File: config.mk
export PLATFORM = sky130hd
export DESIGN_NAME = scss_top
export DESIGN_NICKNAME = d
export VERILOG_FILES = /design/src/inc/scss_pkg.sv /design/src/design/scss_top.sv
export VERILOG_INCLUDE_DIRS = /design/src /design/src/inc
export SDC_FILE = /design/constraint.sdc
export NUM_CORES = 1
export LEC_CHECK = 0
export BUFFER_PORTS_ARGS = -buffer_cell sky130_fd_sc_hd__buf_4
export CORE_MARGIN = 2
export CORE_UTILIZATION = 46
export CTS_CLUSTER_DIAMETER = 80
export DETAILED_ROUTE_END_ITERATION = 8
export PLACE_DENSITY = 0.8
export SYNTH_ARGS = -nofsm -noshare
export SYNTH_HDL_FRONTEND = slang
export SYNTH_SLANG_ARGS = --single-unit
File: constraint.sdc
create_clock -name clk -period 1.9 [get_ports clk]
set_clock_uncertainty 0.2 [all_clocks]
set_input_delay 0.38 -clock clk [delete_from_list [all_inputs] [get_ports clk]]
set_output_delay 0.38 -clock clk [all_outputs]
set_load 0.02 [all_outputs]
File: src/inc/scss_cfg.svh
`ifndef SCSS_CFG_SVH
`define SCSS_CFG_SVH

// ----------------------------------------------------------------
// Register byte offsets
// ----------------------------------------------------------------
`define SCSS_OFS_OSC_CTRL 12'h000
`define SCSS_OFS_CONFIG 12'h004
`define SCSS_OFS_STATUS 12'h008

// ----------------------------------------------------------------
// Oscillator control register fields
// ----------------------------------------------------------------
`define SCSS_OSC_SEL_BIT 0
`define SCSS_OSC_TMO_BIT 3
`define SCSS_OSC_FREQ_LSB 4
`define SCSS_OSC_FREQ_MSB 6
`define SCSS_RST_FREQ 3'h6

// ----------------------------------------------------------------
// Configuration word fields
// ----------------------------------------------------------------
`define SCSS_CFG_MODE_LSB 0
`define SCSS_CFG_MODE_MSB 2
`define SCSS_CFG_DUAL_BIT 3
`define SCSS_CFG_PUT_BIT 4
`define SCSS_RST_MODE 3'h2
`define SCSS_RST_DUAL 1'h1
`define SCSS_RST_PUT 1'h1

// ----------------------------------------------------------------
// Oscillator mode encodings
// ----------------------------------------------------------------
`define SCSS_MODE_LOWP 3'h0
`define SCSS_MODE_XTAL 3'h1
`define SCSS_MODE_FAST 3'h2

// ----------------------------------------------------------------
// Status register fields
// ----------------------------------------------------------------
`define SCSS_STAT_STATE_LSB 0
`define SCSS_STAT_STATE_MSB 2
`define SCSS_STAT_RUN_BIT 3
`define SCSS_STAT_EXT_BIT 4
`define SCSS_STAT_CNT_LSB 16
`define SCSS_STAT_CNT_MSB 26

// ----------------------------------------------------------------
// Start-up timer
// ----------------------------------------------------------------
`define SCSS_SUT_W 11
`define SCSS_SUT_CYCLES 11'h400

`endif

File: src/inc/scss_pkg.sv
`include "scss_cfg.svh"

package scss_pkg;

	// ----------------------------------------------------------------
	// Clock control states
	// ----------------------------------------------------------------
	typedef enum logic [2:0] {
		SCSS_WAIT = 3'h0,
		SCSS_COUNT = 3'h1,
		SCSS_EXT = 3'h3,
		SCSS_SLEEP = 3'h2,
		SCSS_INT = 3'h6
	} scss_state_t;

	// ----------------------------------------------------------------
	// Complete module state apart from the reset synchroniser
	// ----------------------------------------------------------------
	typedef struct packed {
		scss_state_t state;
		logic clkSel;
		logic [2:0] freqSel;
		logic [2:0] oscMode;
		logic dualEn;
		logic putEn;
		logic holdExec;
		logic [`SCSS_SUT_W-1:0] sutCnt;
		logic extS1;
		logic extS2;
		logic extPrev;
		logic intS1;
		logic intS2;
		logic intPrev;
		logic sel;
		logic clkOut;
		logic cpuRun;
		logic tmoStat;
		logic [31:0] prdata;
		logic pready;
		logic pslverr;
	} scss_rec_t;

endpackage : scss_pkg

File: src/design/scss_top.sv
// The APB register port and the register offsets are this design's own decisions.
`timescale 1ns/1ps
`include "scss_cfg.svh"


module scss_top (
	input wire logic clk,
	input wire logic arst_n,
	input wire logic psel,
	input wire logic penable,
	input wire logic pwrite,
	input wire logic [11:0] paddr,
	input wire logic [31:0] pwdata,
	output logic [31:0] prdata,
	output logic pready,
	output logic pslverr,
	input wire logic extOsc,
	input wire logic internal_oscillator,
	input wire logic pwrtExpired,
	input wire logic sleepReq,
	input wire logic wakeReq,
	input wire logic sysReset,
	output logic sysClkOut,
	output logic extActive,
	output logic cpuRun,
	output logic startTimeoutStatus,
	output logic [2:0] intFreqSel
);

	// ----------------------------------------------------------------
	// Helpers
	// ----------------------------------------------------------------
	function automatic logic isCrystal(input logic [2:0] mode);
		isCrystal = (mode == `SCSS_MODE_LOWP) || (mode == `SCSS_MODE_XTAL) || (mode == `SCSS_MODE_FAST);
	endfunction : isCrystal

	// Where execution goes when a start-up is launched
	function automatic scss_pkg::scss_state_t startState(input logic selInt, input logic [2:0] mode);
		if (selInt) begin
			startState = scss_pkg::SCSS_INT;
		end else if (isCrystal(mode)) begin
			startState = scss_pkg::SCSS_COUNT;
		end else begin
			startState = scss_pkg::SCSS_EXT;
		end
	endfunction : startState

	function automatic logic addrHit(input logic [11:0] addr);
		addrHit = (addr == `SCSS_OFS_OSC_CTRL) || (addr == `SCSS_OFS_CONFIG) || (addr == `SCSS_OFS_STATUS);
	endfunction : addrHit

	// ----------------------------------------------------------------
	// Reset release
	// ----------------------------------------------------------------
	logic [1:0] rstSync_r;
	logic rst_n;

	always_ff @(posedge clk or negedge arst_n) begin
		if (!arst_n) begin
			rstSync_r <= 2'h0;
		end else begin
			rstSync_r <= {rstSync_r[0], 1'b1};
		end
	end

	assign rst_n = rstSync_r[1];

	// ----------------------------------------------------------------
	// State
	// ----------------------------------------------------------------
	scss_pkg::scss_rec_t r_r;
	scss_pkg::scss_rec_t r_nxt;
	logic extRise;
	logic wrEn;
	logic wantExt;
	logic srcNow;
	logic srcPrev;
	logic [31:0] rdVal;

	always_comb begin
		r_nxt = r_r;
		// Two-flop sampling of both oscillators
		r_nxt.extS1 = extOsc;
		r_nxt.extS2 = r_r.extS1;
		r_nxt.extPrev = r_r.extS2;
		r_nxt.intS1 = internal_oscillator;
		r_nxt.intS2 = r_r.intS1;
		r_nxt.intPrev = r_r.intS2;
		extRise = r_r.extS2 & ~r_r.extPrev;

		// Bus: zero wait states, answer prepared in the setup cycle
		rdVal = 32'h0;
		unique case (paddr)
			`SCSS_OFS_OSC_CTRL: begin
				rdVal[`SCSS_OSC_SEL_BIT] = r_r.clkSel;
				rdVal[`SCSS_OSC_TMO_BIT] = r_r.tmoStat;
				rdVal[`SCSS_OSC_FREQ_MSB:`SCSS_OSC_FREQ_LSB] = r_r.freqSel;
			end
			`SCSS_OFS_CONFIG: begin
				rdVal[`SCSS_CFG_MODE_MSB:`SCSS_CFG_MODE_LSB] = r_r.oscMode;
				rdVal[`SCSS_CFG_DUAL_BIT] = r_r.dualEn;
				rdVal[`SCSS_CFG_PUT_BIT] = r_r.putEn;
			end
			`SCSS_OFS_STATUS: begin
				rdVal[`SCSS_STAT_STATE_MSB:`SCSS_STAT_STATE_LSB] = r_r.state;
				rdVal[`SCSS_STAT_RUN_BIT] = r_r.cpuRun;
				rdVal[`SCSS_STAT_EXT_BIT] = r_r.sel;
				rdVal[`SCSS_STAT_CNT_MSB:`SCSS_STAT_CNT_LSB] = r_r.sutCnt;
			end
			default: rdVal = 32'h0;
		endcase
		r_nxt.pready = 1'b0;
		r_nxt.pslverr = 1'b0;
		if (psel && !penable) begin
			r_nxt.pready = 1'b1;
			r_nxt.pslverr = !addrHit(paddr);
			r_nxt.prdata = rdVal;
		end
		wrEn = psel && penable && r_r.pready && pwrite && !r_r.pslverr;
		if (wrEn) begin
			if (paddr == `SCSS_OFS_OSC_CTRL) begin
				r_nxt.clkSel = pwdata[`SCSS_OSC_SEL_BIT];
				r_nxt.freqSel = pwdata[`SCSS_OSC_FREQ_MSB:`SCSS_OSC_FREQ_LSB];
			end
			// Configuration only acts at the next start-up
			if (paddr == `SCSS_OFS_CONFIG) begin
				r_nxt.oscMode = pwdata[`SCSS_CFG_MODE_MSB:`SCSS_CFG_MODE_LSB];
				r_nxt.dualEn = pwdata[`SCSS_CFG_DUAL_BIT];
				r_nxt.putEn = pwdata[`SCSS_CFG_PUT_BIT];
			end
		end

		// ----------------------------------------------------------------
		// Source sequencing; the select bit is written here only by a system reset, which clears it
		// ----------------------------------------------------------------
		unique case (r_r.state)
			scss_pkg::SCSS_WAIT: begin
				if (pwrtExpired || !r_r.putEn) begin
					r_nxt.state = startState(r_r.clkSel, r_r.oscMode);
					// Without switchover the timer still runs but execution stalls
					r_nxt.holdExec = !r_r.dualEn;
					r_nxt.sutCnt = '0;
				end
			end
			scss_pkg::SCSS_COUNT: begin
				if (sleepReq) begin
					r_nxt.state = scss_pkg::SCSS_SLEEP;
					r_nxt.sutCnt = '0;
				end else if (r_r.clkSel) begin
					r_nxt.state = scss_pkg::SCSS_INT;
					r_nxt.sutCnt = '0;
				end else if (extRise) begin
					r_nxt.sutCnt = r_r.sutCnt + `SCSS_SUT_W'(1);
					if (r_r.sutCnt == `SCSS_SUT_CYCLES - `SCSS_SUT_W'(1)) begin
						r_nxt.state = scss_pkg::SCSS_EXT;
						r_nxt.holdExec = 1'b0;
					end
				end
			end
			scss_pkg::SCSS_EXT: begin
				if (sleepReq) begin
					r_nxt.state = scss_pkg::SCSS_SLEEP;
				end else if (r_r.clkSel) begin
					r_nxt.state = scss_pkg::SCSS_INT;
				end
			end
			scss_pkg::SCSS_INT: begin
				if (sleepReq) begin
					r_nxt.state = scss_pkg::SCSS_SLEEP;
				end else if (!r_r.clkSel) begin
					// Software switch back: keep running on internal while the timer counts
					r_nxt.state = startState(1'b0, r_r.oscMode);
					r_nxt.holdExec = 1'b0;
					r_nxt.sutCnt = '0;
				end
			end
			scss_pkg::SCSS_SLEEP: begin
				if (wakeReq) begin
					r_nxt.state = startState(r_r.clkSel, r_r.oscMode);
					r_nxt.holdExec = !r_r.dualEn;
					r_nxt.sutCnt = '0;
				end
			end
			default: begin
				r_nxt.state = scss_pkg::SCSS_WAIT;
			end
		endcase

		// Any system reset wins over a simultaneous software write of the clock select bit
		if (sysReset) begin
			r_nxt.clkSel = 1'b0;
			r_nxt.state = scss_pkg::SCSS_WAIT;
			r_nxt.sutCnt = '0;
		end

		r_nxt.tmoStat = (r_nxt.state == scss_pkg::SCSS_EXT);
		r_nxt.cpuRun = (r_nxt.state == scss_pkg::SCSS_EXT) || (r_nxt.state == scss_pkg::SCSS_INT)
			|| ((r_nxt.state == scss_pkg::SCSS_COUNT) && !r_nxt.holdExec);

		// ----------------------------------------------------------------
		// Clock mux
		// ----------------------------------------------------------------
		// Swap only while both sampled sources are low, so the old phase
		// ends whole and the new one starts whole. A dead external source
		// stuck high would block the swap; outside the non-crystal modes the
		// sequencer never asks for it before the timer has seen it toggle.
		// Output must already have been low a cycle, else the low phase shrinks
		wantExt = (r_r.state == scss_pkg::SCSS_EXT);
		if ((wantExt != r_r.sel) && !r_r.extS2 && !r_r.intS2 && !r_r.clkOut) begin
			r_nxt.sel = wantExt;
		end
		srcNow = r_r.sel ? r_r.extS2 : r_r.intS2;
		srcPrev = r_r.sel ? r_r.extPrev : r_r.intPrev;
		if (r_r.state == scss_pkg::SCSS_SLEEP) begin
			// Gate off only once the running high phase has ended
			r_nxt.clkOut = r_r.clkOut && srcNow;
		end else if (!r_r.clkOut && srcPrev) begin
			// Resumed mid-high: wait for a fresh rising edge
			r_nxt.clkOut = 1'b0;
		end else begin
			r_nxt.clkOut = srcNow;
		end
	end

	always_ff @(posedge clk or negedge rst_n) begin
		if (!rst_n) begin
			r_r.state <= scss_pkg::SCSS_WAIT;
			r_r.clkSel <= 1'b0;
			r_r.freqSel <= `SCSS_RST_FREQ;
			r_r.oscMode <= `SCSS_RST_MODE;
			r_r.dualEn <= `SCSS_RST_DUAL;
			r_r.putEn <= `SCSS_RST_PUT;
			r_r.holdExec <= 1'b0;
			r_r.sutCnt <= '0;
			r_r.extS1 <= 1'b0;
			r_r.extS2 <= 1'b0;
			r_r.extPrev <= 1'b0;
			r_r.intS1 <= 1'b0;
			r_r.intS2 <= 1'b0;
			r_r.intPrev <= 1'b0;
			r_r.sel <= 1'b0;
			r_r.clkOut <= 1'b0;
			r_r.cpuRun <= 1'b0;
			r_r.tmoStat <= 1'b0;
			r_r.prdata <= 32'h0;
			r_r.pready <= 1'b0;
			r_r.pslverr <= 1'b0;
		end else begin
			r_r <= r_nxt;
		end
	end

	// ----------------------------------------------------------------
	// Outputs
	// ----------------------------------------------------------------
	assign prdata = r_r.prdata;
	assign pready = r_r.pready;
	assign pslverr = r_r.pslverr;
	assign sysClkOut = r_r.clkOut;
	assign extActive = r_r.sel;
	assign cpuRun = r_r.cpuRun;
	assign startTimeoutStatus = r_r.tmoStat;
	assign intFreqSel = r_r.freqSel;

endmodule : scss_top

**Yosys cells after proc, flatten, opt, wreduce, memory -nomap -nowiden**

Index checks and enable logic that the tools add are counted.

- Eq/ne operators: 18
- Mux-type cells: 39
- Reductions and logical operators: 37
- Add/sub/neg operators: 1
- Bitwise gates (word level): 2

Operators by type and width:

| cell | count |
|---|---|
| 12-bit 2-to-1 mux | 5 |
| 12-bit case mux with 4 select lines | 1 |
| 11-bit 2-to-1 mux | 4 |
| 3-bit 2-to-1 mux | 11 |
| 3-bit case mux with 5 select lines | 1 |
| 12-bit by 3-bit equality test with 1-bit output (second input constant) | 1 |
| 12-bit by 4-bit equality test with 1-bit output (second input constant) | 1 |
| 3-bit by 2-bit equality test with 1-bit output (second input constant) | 4 |
| 12-bit zero test | 1 |
| 3-bit != test (second input constant) | 4 |
| 11-bit by 1-bit adder with 11-bit output (second input constant) | 1 |
| 11-bit by 10-bit equality test with 1-bit output (second input constant) | 1 |
| 1-bit logical AND | 11 |
| 3-bit by 1-bit equality test with 1-bit output (second input constant) | 3 |
| 1-bit zero test | 9 |
| 9-bit 2-to-1 mux | 1 |
| 4-bit 2-to-1 mux | 2 |
| 1-bit logical OR | 7 |
| 1-bit 2-to-1 mux | 7 |
| 3-bit equality test (second input constant) | 2 |
| 3-bit zero test | 2 |
| 2-bit 2-to-1 mux | 3 |
| 2-bit case mux with 3 select lines | 1 |
| 2-bit AND reduction | 3 |
| other kinds (10) | 11 |

- Bits of input ports: 55
- Bits in registers: 56
- Output and inout bits: 41
- Word-level logic and storage cells: 119

**Depth between registers and ports, before layout**

Gate-level depths: netlist of run 1.

- Depth in word-level cells: 11
- Depth in mapped cells: 7
- Mapped depth without buffers: 6

**Least setup slack after synthesis of run 1**

No wires, ideal clock.

- Path type: register to register
- From: register r_r[64] (netlist bit)
- To: register r_r[54] (netlist bit)
- Arrival time: 1.713 ns
- Path slack: -0.088 ns
- Period minus slack after synthesis: 1.988 ns
- Library setup time: 0.074 ns
- Required time: 1.626 ns
- Cell stages (with the launch flop): 7
- Buffers on the path: 1
- Cell sequence: dfrtp_1 or4b_4 or3_4 buf_6 a31oi_4 o21ai_2 o21ai_2

- Longest elaborated chain between the ends: 4
- Elaborated cells on any way between the ends: 7
- Classes of those cells: eq/ne (2); mux (4); reduce/logical (1)

Ends and longest elaborated chain:

| what | line | text |
|---|---|---|
| from (decl) | scss_top.sv:71 | `scss_pkg::scss_rec_t r_r;` |
| from (signal assigned) | scss_top.sv:249 | `r_r <= r_nxt;` |
| 11-bit 2-to-1 mux | scss_top.sv:149 | `end else if (r_r.clkSel) begin` |
| 11-bit 2-to-1 mux | scss_top.sv:146 | `if (sleepReq) begin` |
| 12-bit case mux with 4 select lines | scss_top.sv:136 | `unique case (r_r.state)` |
| 11-bit 2-to-1 mux | scss_top.sv:190 | `if (sysReset) begin` |

Parallel ways exist; a longest one is shown, timed or not.
A chain may end at the register's enable or synchronous reset.

**Worst setup path in the final report of run 1**

- From: register r_r[64] (netlist bit)
- To: register r_r[50] (netlist bit)

Same word-level chain as after synthesis.

==> results.toml, run 1 <==
[power_and_ir_drop]
p_leak_uw = 0.00176
cellInternalPower_uw = 1620
p_comb_share_pct = 12.8
p_switching_uw = 580
fin_total_pwr_uw = 2200
clkPwrFrac_pct = 30.7
max-vdd-ir-drop_mv = 0.341
power.density_nw_per_um2 = 605
power_frac_seq_pct = 56.6
switching_share_pct = 26.4

[clocking]
clock_insertion_delay_worst_skew_ns = 0.32
htreeDepth = 2
root_buffer = "clkbuf_8"
cts_buffer_depth = 2
cts_tree = "built"
clk_pin_slew_worst_paths_ns = 0.10
numClockSinks = 56
cts_inserted_buffers = 5

[logic_synthesis]
ys_top_cells_by_area = "dfrtp_1 44%, buf_4 9.1%, nand2_1 6.0%, dfstp_2 4.5%, o21ai_0 3.6%"
ys.flop_type = "dfrtp_1"
yosys_warnings = 0
synth_area_per_cell_um2 = 9.54
synth_edf_count = 0
synth.distinct_cells = 53
synth_cells = 304
synthesis.area_um2 = 2900
synth_top_cell_by_area = "dfrtp_1"
synth.top_cell.area_share_pct = 44.0
yosysSeqAreaShare_pct = 48.5
ys_seq_elements = 56
ys_async_sr_fraction_pct = 100

[setup_path]
startpoint_type = "flop"
endpoint_kind = "flop"
r2r-start = "r_r[64]"
path_class = "flop to flop"
crit_path_max_fanout = 6
r2r.worst_path.cells = 6
rrSetupSlack_ns = -0.1
crit_arrival_ns = 2.04
crit_required_ns = 1.94
crit_path_start = "r_r[64]"
crit_end = "r_r[50]"
reg2reg_to = "r_r[50]"

[global_routing]
grt_pass1_vias = 2349
grt_pass1_wl_um = 10700
grt_remaining_overflow = 0
grt_max_degree = 37
antenna_found_initial = 0
grt_usage_pct = 18.6

[layout]
syn2layout_area_growth_pct = 25.2
drive_gt1_share_pct = 37.7
multi_input_area_um2 = 1260
regArea_um2 = 1410
nFillCells = 490
post-route-util_pct = 60.6
final_area_um2 = 3630
nets = 429
antenna_cells = 0

[sta]
max_clock_freq_mhz = 500
rsz0062_at_grt = "true"
finalWorstSetupSlack_ns = -0.0980
post-route-period-util_pct = 105
fin_hold_ws_ns = 0.0142
setup_viol = 8
hold_viol_final = 0
fin_crit_ns = 2.00
slew_violations = 0

[place]
io_buffers = 56
dp_hpwl_um = 4850
routabilityCongestion = 0.880
dpl_cell_area_um2 = 3400

[job]
drv_cap = 0

[floorplanning]
num_rows = 28
placeableCoreArea_um2 = 5990
die_x_um = 83.4
die-area_um2 = 6960
start_util_pct = 48.4
io_pins = 96
die_y_um = 83.4

[drt]
vias = 2346
wl_per_cell_um = 14.2
drt_iter0_markers = 59
drc_errors = 0
avgViaCountPerCell = 5.22
ant_nets = 0
totalWireLength_um = 6370
dr.pass1.iters = 4

[status]
failed_checks = "negative setup slack"
status = "complete, but fails checks"

[min_path]
hp-class = "flop to asynchronous set/reset pin"
==> state kept, by name, indices dropped and copies added, names as in the netlist, 2 cells and up <==
name,flops
rstSync_r,2
r_r,23
intFreqSel,3
r_nxt,4
prdata,18
==> Yosys cell counts (all sizes together), types with 2 or more instances <==
| cell type | instances |
|---|---|
| inv | 7 |
| or3b | 3 |
| o21ai | 26 |
| nor2b | 3 |
| buf | 40 |
| mux2 | 9 |
| nand3b | 2 |
| and2 | 4 |
| nand2b | 3 |
| a22oi | 2 |
| nor3 | 8 |
| nand2 | 46 |
| a31oi | 3 |
| nor4 | 3 |
| a211oi | 2 |
| a21boi | 2 |
| dfrtp | 51 |
| nand4 | 3 |
| a21oi | 7 |
| clkbuf | 7 |
| o31ai | 2 |
| a32oi | 2 |
| nor3b | 2 |
| or3 | 2 |
| mux2i | 3 |
| nand3 | 19 |
| conb | 2 |
| nor2 | 21 |
| dfstp | 5 |
==> worst max-delay path: stages, from the launching register on <==
cell     delay, ns
dfrtp_1       0.41
or4b_4        0.54
or3_4         0.38
buf_4         0.18
nor2_1        0.08
o21ai_0       0.07
o21ai_0       0.08
==> power groups by stage <==
stage	logic, µW	clock network, µW	registers (µW)
floorplan	143	0	1280
global placement	259	0	1270
detailed placement	261	0	1270
CTS	270	693	1240
global route	306	742	1250
finish	281	673	1240
==> layout by cell type, fill, tap and decap left out, types with 2 or more instances in the layout <==
master,count
buf_4,91
dfrtp_1,50
nand2_1,46
nor2_1,20
nand3_1,19
conb_1,15
o21ai_0,14
mux2_2,9
o21ai_1,9
inv_1,7
a21oi_1,6
nor3_1,5
clkbuf_8,5
dfstp_2,5
nand2b_1,3
nand4_1,3
nor2b_1,3
and2_1,3
mux2i_1,3
o21ai_2,3
dlygate4sd3_1,3
nor4_2,2
nand3b_1,2
nor3b_1,2
nor3_2,2
a32oi_1,2
a31oi_1,2
or3b_2,2
a22oi_1,2
o31ai_2,2
clkinv_4,2
==> worst min-delay path by stage <==
stage | startpoint | endpoint | slack, ns
final | rstSync_r[1] | r_r[55] | 0.01
after global routing | rstSync_r[1] | r_r[55] | 0.06
after CTS | rstSync_r[1] | r_r[65] | 0.04
after detailed placement | arst_n | rstSync_r[0] | -0.04
after global placement | arst_n | rstSync_r[0] | -0.04
after floorplan | arst_n | rstSync_r[0] | -0.12
==> layer usage <==
layer,part of all wire (%),global-route usage (%),vias up
met5,0,0,-
met4,1.3,5.51,0
met3,4.6,3.78,9
met2,50,31.8,65
met1,44,23.9,1129
li1,-,-,1143
==> logic make-up after synthesis <==
group / count (synthesis) / share of synthesized area [%]
adders and majority gates: 1 / 0.431
and+or+nand+nor: 124 / 21.7
buffers and inverters: 54 / 12.0
xor gates and xnor gates: 1 / 0.302
AOI/OAI and AO/OA: 54 / 12.3
DFF: 56 / 48.5
other: 2 / 0.259
muxes: 12 / 4.53
==> per-stage QoR <==
step           setup TNS (ns)  setup WS (ns)  std cells
6_report               -0.609        -0.0980        449
3_3_place_gp            -3.29         -0.201        432
3_5_place_dp            -4.83         -0.249        432
5_1_grt                 -1.11         -0.159        449
2_1_floorplan         -0.0285        -0.0279        317
4_1_cts                -0.832         -0.114        446
==> repair_timing <==
item | in CTS | in global routing
hold buffers | 3 | 0
pin swaps | 1 | 3
hold endpoints to repair | 4 | 0
endpoints found under the setup margin | 7 | 17
gates resized for setup | 10 | 12
setup buffers | 3 | 3
==> area by class of cell <==
cell class	instances	share of cell area (%)
Clock buffer	5	1.90
Clock inverter	3	0.724
Inverter	7	0.724
Multi-Input combinational cell	207	34.7
Sequential cell	56	38.8
Tap cell	75	2.59
Timing Repair Buffer	96	20.5
(Power assumes the default switching activity.)
==> inputs of run 2 (changes only) <==
Settings changed: BUFFER_PORTS_ARGS -buffer_cell sky130_fd_sc_hd__buf_4 to -buffer_cell sky130_fd_sc_hd__buf_2.
==> results.toml, run 2 (same netlist as run 1, synthesis figures left out) <==
[setup_path]
cp_slowest_cell = "or4b_4"
path_class = "flop to flop"
crit_path_max_fanout = 6
crit_required_ns = 1.92
startpoint_type = "flop"
crit_arrival_ns = 2.02
path_cells = "or4b_4, or3_4, a41oi_2, o21ai_1, o31ai_1"
path_buf_inv = 0
cp_top_family = "simple AND/OR/NAND/NOR gates"
cp_slowest_stage_delay_ns = 0.56
endpoint_kind = "flop"

[status]
failed_checks = "negative setup slack"
status = "complete, but fails checks"

[global_routing]
grt_remaining_overflow = 0
grt_pass1_vias = 2283
grt_max_degree = 36
antenna_found_initial = 0
grt_usage_pct = 18.7
grt_pass1_wl_um = 10800

[drt]
drc_errors = 0
vias = 2363
dr.pass1.iters = 4
ant_nets = 0
wl_per_cell_um = 14.1
avgViaCountPerCell = 5.30
totalWireLength_um = 6280
drt_iter0_markers = 120

[layout]
largest_reg_flops = 23
antenna_cells = 0
drive_gt1_share_pct = 38.0
post-route-util_pct = 58.5
regArea_um2 = 1410
final_area_um2 = 3500
nFillCells = 502
layout_common_cells = "56 x buf_2, 50 x dfrtp_1, 45 x nand2_1"
syn2layout_area_growth_pct = 20.8
nets = 426
final_common_cell = "buf_2"
multi_input_area_um2 = 1300
regMostFlops = "r_r"

[power_and_ir_drop]
power.density_nw_per_um2 = 618
p_leak_uw = 0.00173
p_comb_share_pct = 12.4
max-vdd-ir-drop_mv = 0.393
power_frac_seq_pct = 57.4
clkPwrFrac_pct = 30.2
cellInternalPower_uw = 1590
p_switching_uw = 572
switching_share_pct = 26.4

[floorplanning]
die-area_um2 = 6960
die_x_um = 83.4
io_pins = 96
num_rows = 28
placeableCoreArea_um2 = 5990
start_util_pct = 48.4
die_y_um = 83.4

[place]
routabilityCongestion = 0.950
io_buffers = 56
dp_hpwl_um = 4590
dpl_cell_area_um2 = 3260

[min_path]
hp-class = "flop to asynchronous set/reset pin"

[sta]
rsz0062_at_grt = "true"
setup_viol = 8
final.setup.tns_ns = -0.320
hold_viol_final = 0
max_clock_freq_mhz = 500
fin_crit_ns = 2.00
post-route-period-util_pct = 105
slew_violations = 0
finalWorstSetupSlack_ns = -0.101

[clocking]
numClockSinks = 56
cts_inserted_buffers = 5
root_buffer = "clkbuf_8"
cts_tree = "built"
clk_pin_slew_worst_paths_ns = 0.10
clock_insertion_delay_worst_skew_ns = 0.31
cts_buffer_depth = 2
htreeDepth = 2

[job]
drv_cap = 0
==> run 2: worst register-to-register path, delay by kind of cell, from the launching register on <==
family / cells / cell delay, ns
AND/OR/NAND/NOR: 2 / 0.97
flip-flops: 1 / 0.41
AO/OA/AOI/OAI: 3 / 0.32
==> run 2: power groups by stage <==
stage	logic (µW)	registers [µW]	clock network, µW
3_3_place_gp	235	1260	0
4_1_cts	254	1240	686
5_1_grt	294	1250	722
6_report	268	1240	654
3_5_place_dp	240	1270	0
2_1_floorplan	143	1280	0
==> run 2: what timing repair did <==
item	4_1_cts	5_1_grt
pin swaps	2	5
gates cloned	1	0
setup buffers	2	0
hold buffers	3	0
endpoints found under the hold margin	4	0
resized for setup	12	18
setup endpoints to repair	13	35
==> run 2: layer usage <==
layer	vias up	wire length, µm	share of wire [%]	global-route usage [%]
li1	1130	-	-	-
met1	1153	2740	44	24.3
met2	78	3150	50	32.5
met3	2	357	5.7	3.28
met4	0	29	0.46	4.32
met5	-	0	0	0
==> run 2: final timing paths <==
kind | startpoint | to | slack [ns] | cells after the start
worst max-delay path | r_r[64] | r_r[53] | -0.10 | 5
worst min-delay path | rstSync_r[1] | r_r[66] | 0.02 | 0
worst max register to register | r_r[64] | r_r[53] | -0.10 | 5
worst min register to register | rstSync_r[1] | r_r[66] | 0.02 | 0
max in group asynchronous | rstSync_r[1] | intFreqSel[1] | 0.87 | 1
min in group clk | pwdata[1] | r_r[59] | 0.10 | 2
==> run 2: per-stage QoR <==
step                worst slack (ns)  total power (µW)  std cells  hold WS (ns)
global route                  -0.136              2270        446        0.0537
global placement              -0.190              1500        432       -0.0338
floorplan                    -0.0279              1420        317        -0.116
detailed placement            -0.250              1510        432       -0.0344
CTS                          -0.0614              2180        446        0.0397
finish                        -0.101              2170        446        0.0234
==> run 2: final cells by class <==
cell class                 count  share of cell area (%)
sequential                    56                    40.2
tap                           75                    2.68
timing repair buffer          92                    16.7
inverter                       7                   0.750
clock buffer                   5                    1.96
multi-input combinational    208                    37.0
clock inverter                 3                   0.643
==> inputs of run 3 (changes only) <==
Settings changed: SETUP_SLACK_MARGIN from default to 0.05.
==> results.toml, run 3 (same netlist as run 1, synthesis figures left out) <==
[setup_path]
cp_slowest_stage_delay_ns = 0.52
r2r-start = "r_r[64]"
cp_slowest_cell = "or4b_4"
path_cells = "or4b_4, or3_4, buf_4, a31oi_4, o21ai_2, o21ai_2"
path_class = "flop to flop"
crit_arrival_ns = 2.04
crit_path_start = "r_r[64]"
crit_path_max_fanout = 5
startpoint_type = "flop"
crit_required_ns = 1.94
endpoint_kind = "flop"
rrSetupSlack_ns = -0.10
cpMostUsedCell = "o21ai_2"

[clocking]
clock_insertion_delay_worst_skew_ns = 0.31
root_buffer = "clkbuf_8"
cts_tree = "built"
htreeDepth = 2
cts_buffer_depth = 2
cts_inserted_buffers = 5
clk_pin_slew_worst_paths_ns = 0.09
numClockSinks = 56

[sta]
setup_viol = 9
fin_crit_ns = 2.00
max_clock_freq_mhz = 500
slew_violations = 0
finalWorstSetupSlack_ns = -0.101
post-route-period-util_pct = 105
rsz0062_at_grt = "true"
hold_viol_final = 0
final.setup.tns_ns = -0.614

[layout]
multi_input_area_um2 = 1340
regMostFlops = "r_r"
final_area_um2 = 3630
nFillCells = 486
final_common_cell = "buf_2"
nets = 434
drive_gt1_share_pct = 40.4
syn2layout_area_growth_pct = 25.3
layout_common_cells = "56 x buf_2, 48 x dfrtp_1, 44 x nand2_1"
largest_reg_flops = 23
antenna_cells = 0
post-route-util_pct = 60.7
regArea_um2 = 1410
layout.cells.non_filler = 454

[power_and_ir_drop]
max-vdd-ir-drop_mv = 0.496
power_frac_seq_pct = 56.0
cellInternalPower_uw = 1640
p_leak_uw = 0.00178
p_switching_uw = 571
power.density_nw_per_um2 = 610
switching_share_pct = 25.8
fin_total_pwr_uw = 2210
p_comb_share_pct = 13.7
clkPwrFrac_pct = 30.3

[floorplanning]
num_rows = 28
placeableCoreArea_um2 = 5990
die_y_um = 83.4
start_util_pct = 48.4
io_pins = 96
die_x_um = 83.4
die-area_um2 = 6960

[global_routing]
grt_pass1_vias = 2397
grt_usage_pct = 19.6
antenna_found_initial = 0
grt_pass1_wl_um = 11100
grt_max_degree = 52
grt_remaining_overflow = 0

[place]
dpl_cell_area_um2 = 3270
dp_hpwl_um = 4850
routabilityCongestion = 1.01
dp.cells = 432
io_buffers = 56

[status]
failed_checks = "negative setup slack"
status = "complete, but fails checks"

[drt]
drc_errors = 0
totalWireLength_um = 6800
wl_met3_um = 381
drt_iter0_markers = 120
avgViaCountPerCell = 5.33
wl_per_cell_um = 15.0
wl_met1_um = 2830
dr.pass1.iters = 4
wl_met2_um = 3450
vias = 2420
ant_nets = 0
topRoutingLayerUsed = "met4"

[min_path]
hp-class = "flop to asynchronous set/reset pin"

[job]
drv_cap = 0
-- run 3: changes by cell type in the layout (fill, tap and decap cells not counted), moves of 2 or more --
cell | before | now
buf_4 | 28 | 34
dfrtp_1 | 50 | 48
dfrtp_2 | 1 | 3
mux2_2 | 9 | 6
mux2_4 | 0 | 3
nor2_1 | 21 | 19
nor2_2 | 0 | 2
o21ai_0 | 14 | 11
o21ai_1 | 8 | 13
o21ai_2 | 4 | 2
-- run 3: final timing paths --
path	endpoint	depth (start not counted)
worst min register to register	sysClkOut	1
max in group asynchronous	r_nxt[39]	1
worst max register to register	r_r[54]	6
worst max-delay path	r_r[54]	6
min in group clk	r_r[60]	2
worst min-delay path	sysClkOut	1
-- run 3: repair_timing --
action | CTS | global route
buffers inserted | 2 | 7
resized for setup | 17 | 27
endpoints found under the setup margin | 17 | 27
hold buffers | 4 | 0
pin swaps | 0 | 9
endpoints found under the hold margin | 7 | 0
gates cloned | 0 | 1
-- run 3: metal layers --
metal | vias up | global-route usage, %
li1 | 1139 | -
met1 | 1162 | 24.1
met2 | 104 | 33.9
met3 | 15 | 3.88
met4 | 0 | 7.30
met5 | - | 0
-- run 3: critical path, delay by kind of cell, from the launching register on --
family | cells | cell delay [ns]
AO/OA/AOI/OAI | 3 | 0.25
buffers and inverters | 1 | 0.16
AND/OR/NAND/NOR | 2 | 0.91
flip-flops | 1 | 0.41
-- run 3: layout make-up --
cell class | count | share of cell area [%]
timing repair buffer | 101 | 18.5
inverter | 7 | 0.723
sequential | 56 | 38.8
clock inverter | 1 | 0.207
tap | 75 | 2.58
multi-input combinational | 207 | 36.8
clock buffer | 7 | 2.38
-- run 3: through the flow --
stage          setup slack (ns)  hold slack (ns)
4_1_cts                 -0.0838           0.0852
5_1_grt                  -0.182           0.0997
2_1_floorplan           -0.0279           -0.116
3_5_place_dp             -0.245           -0.129
3_3_place_gp             -0.200           -0.134
6_report                 -0.101           0.0645
-- run 3: power by group through the flow --
| stage | combinational, µW | clock (µW) | sequential, µW |
|---|---|---|---|
| after floorplan | 143 | 0 | 1280 |
| after CTS | 266 | 680 | 1240 |
| after detailed placement | 246 | 0 | 1260 |
| after global placement | 239 | 0 | 1260 |
| final | 303 | 671 | 1240 |
| after global routing | 330 | 731 | 1240 |
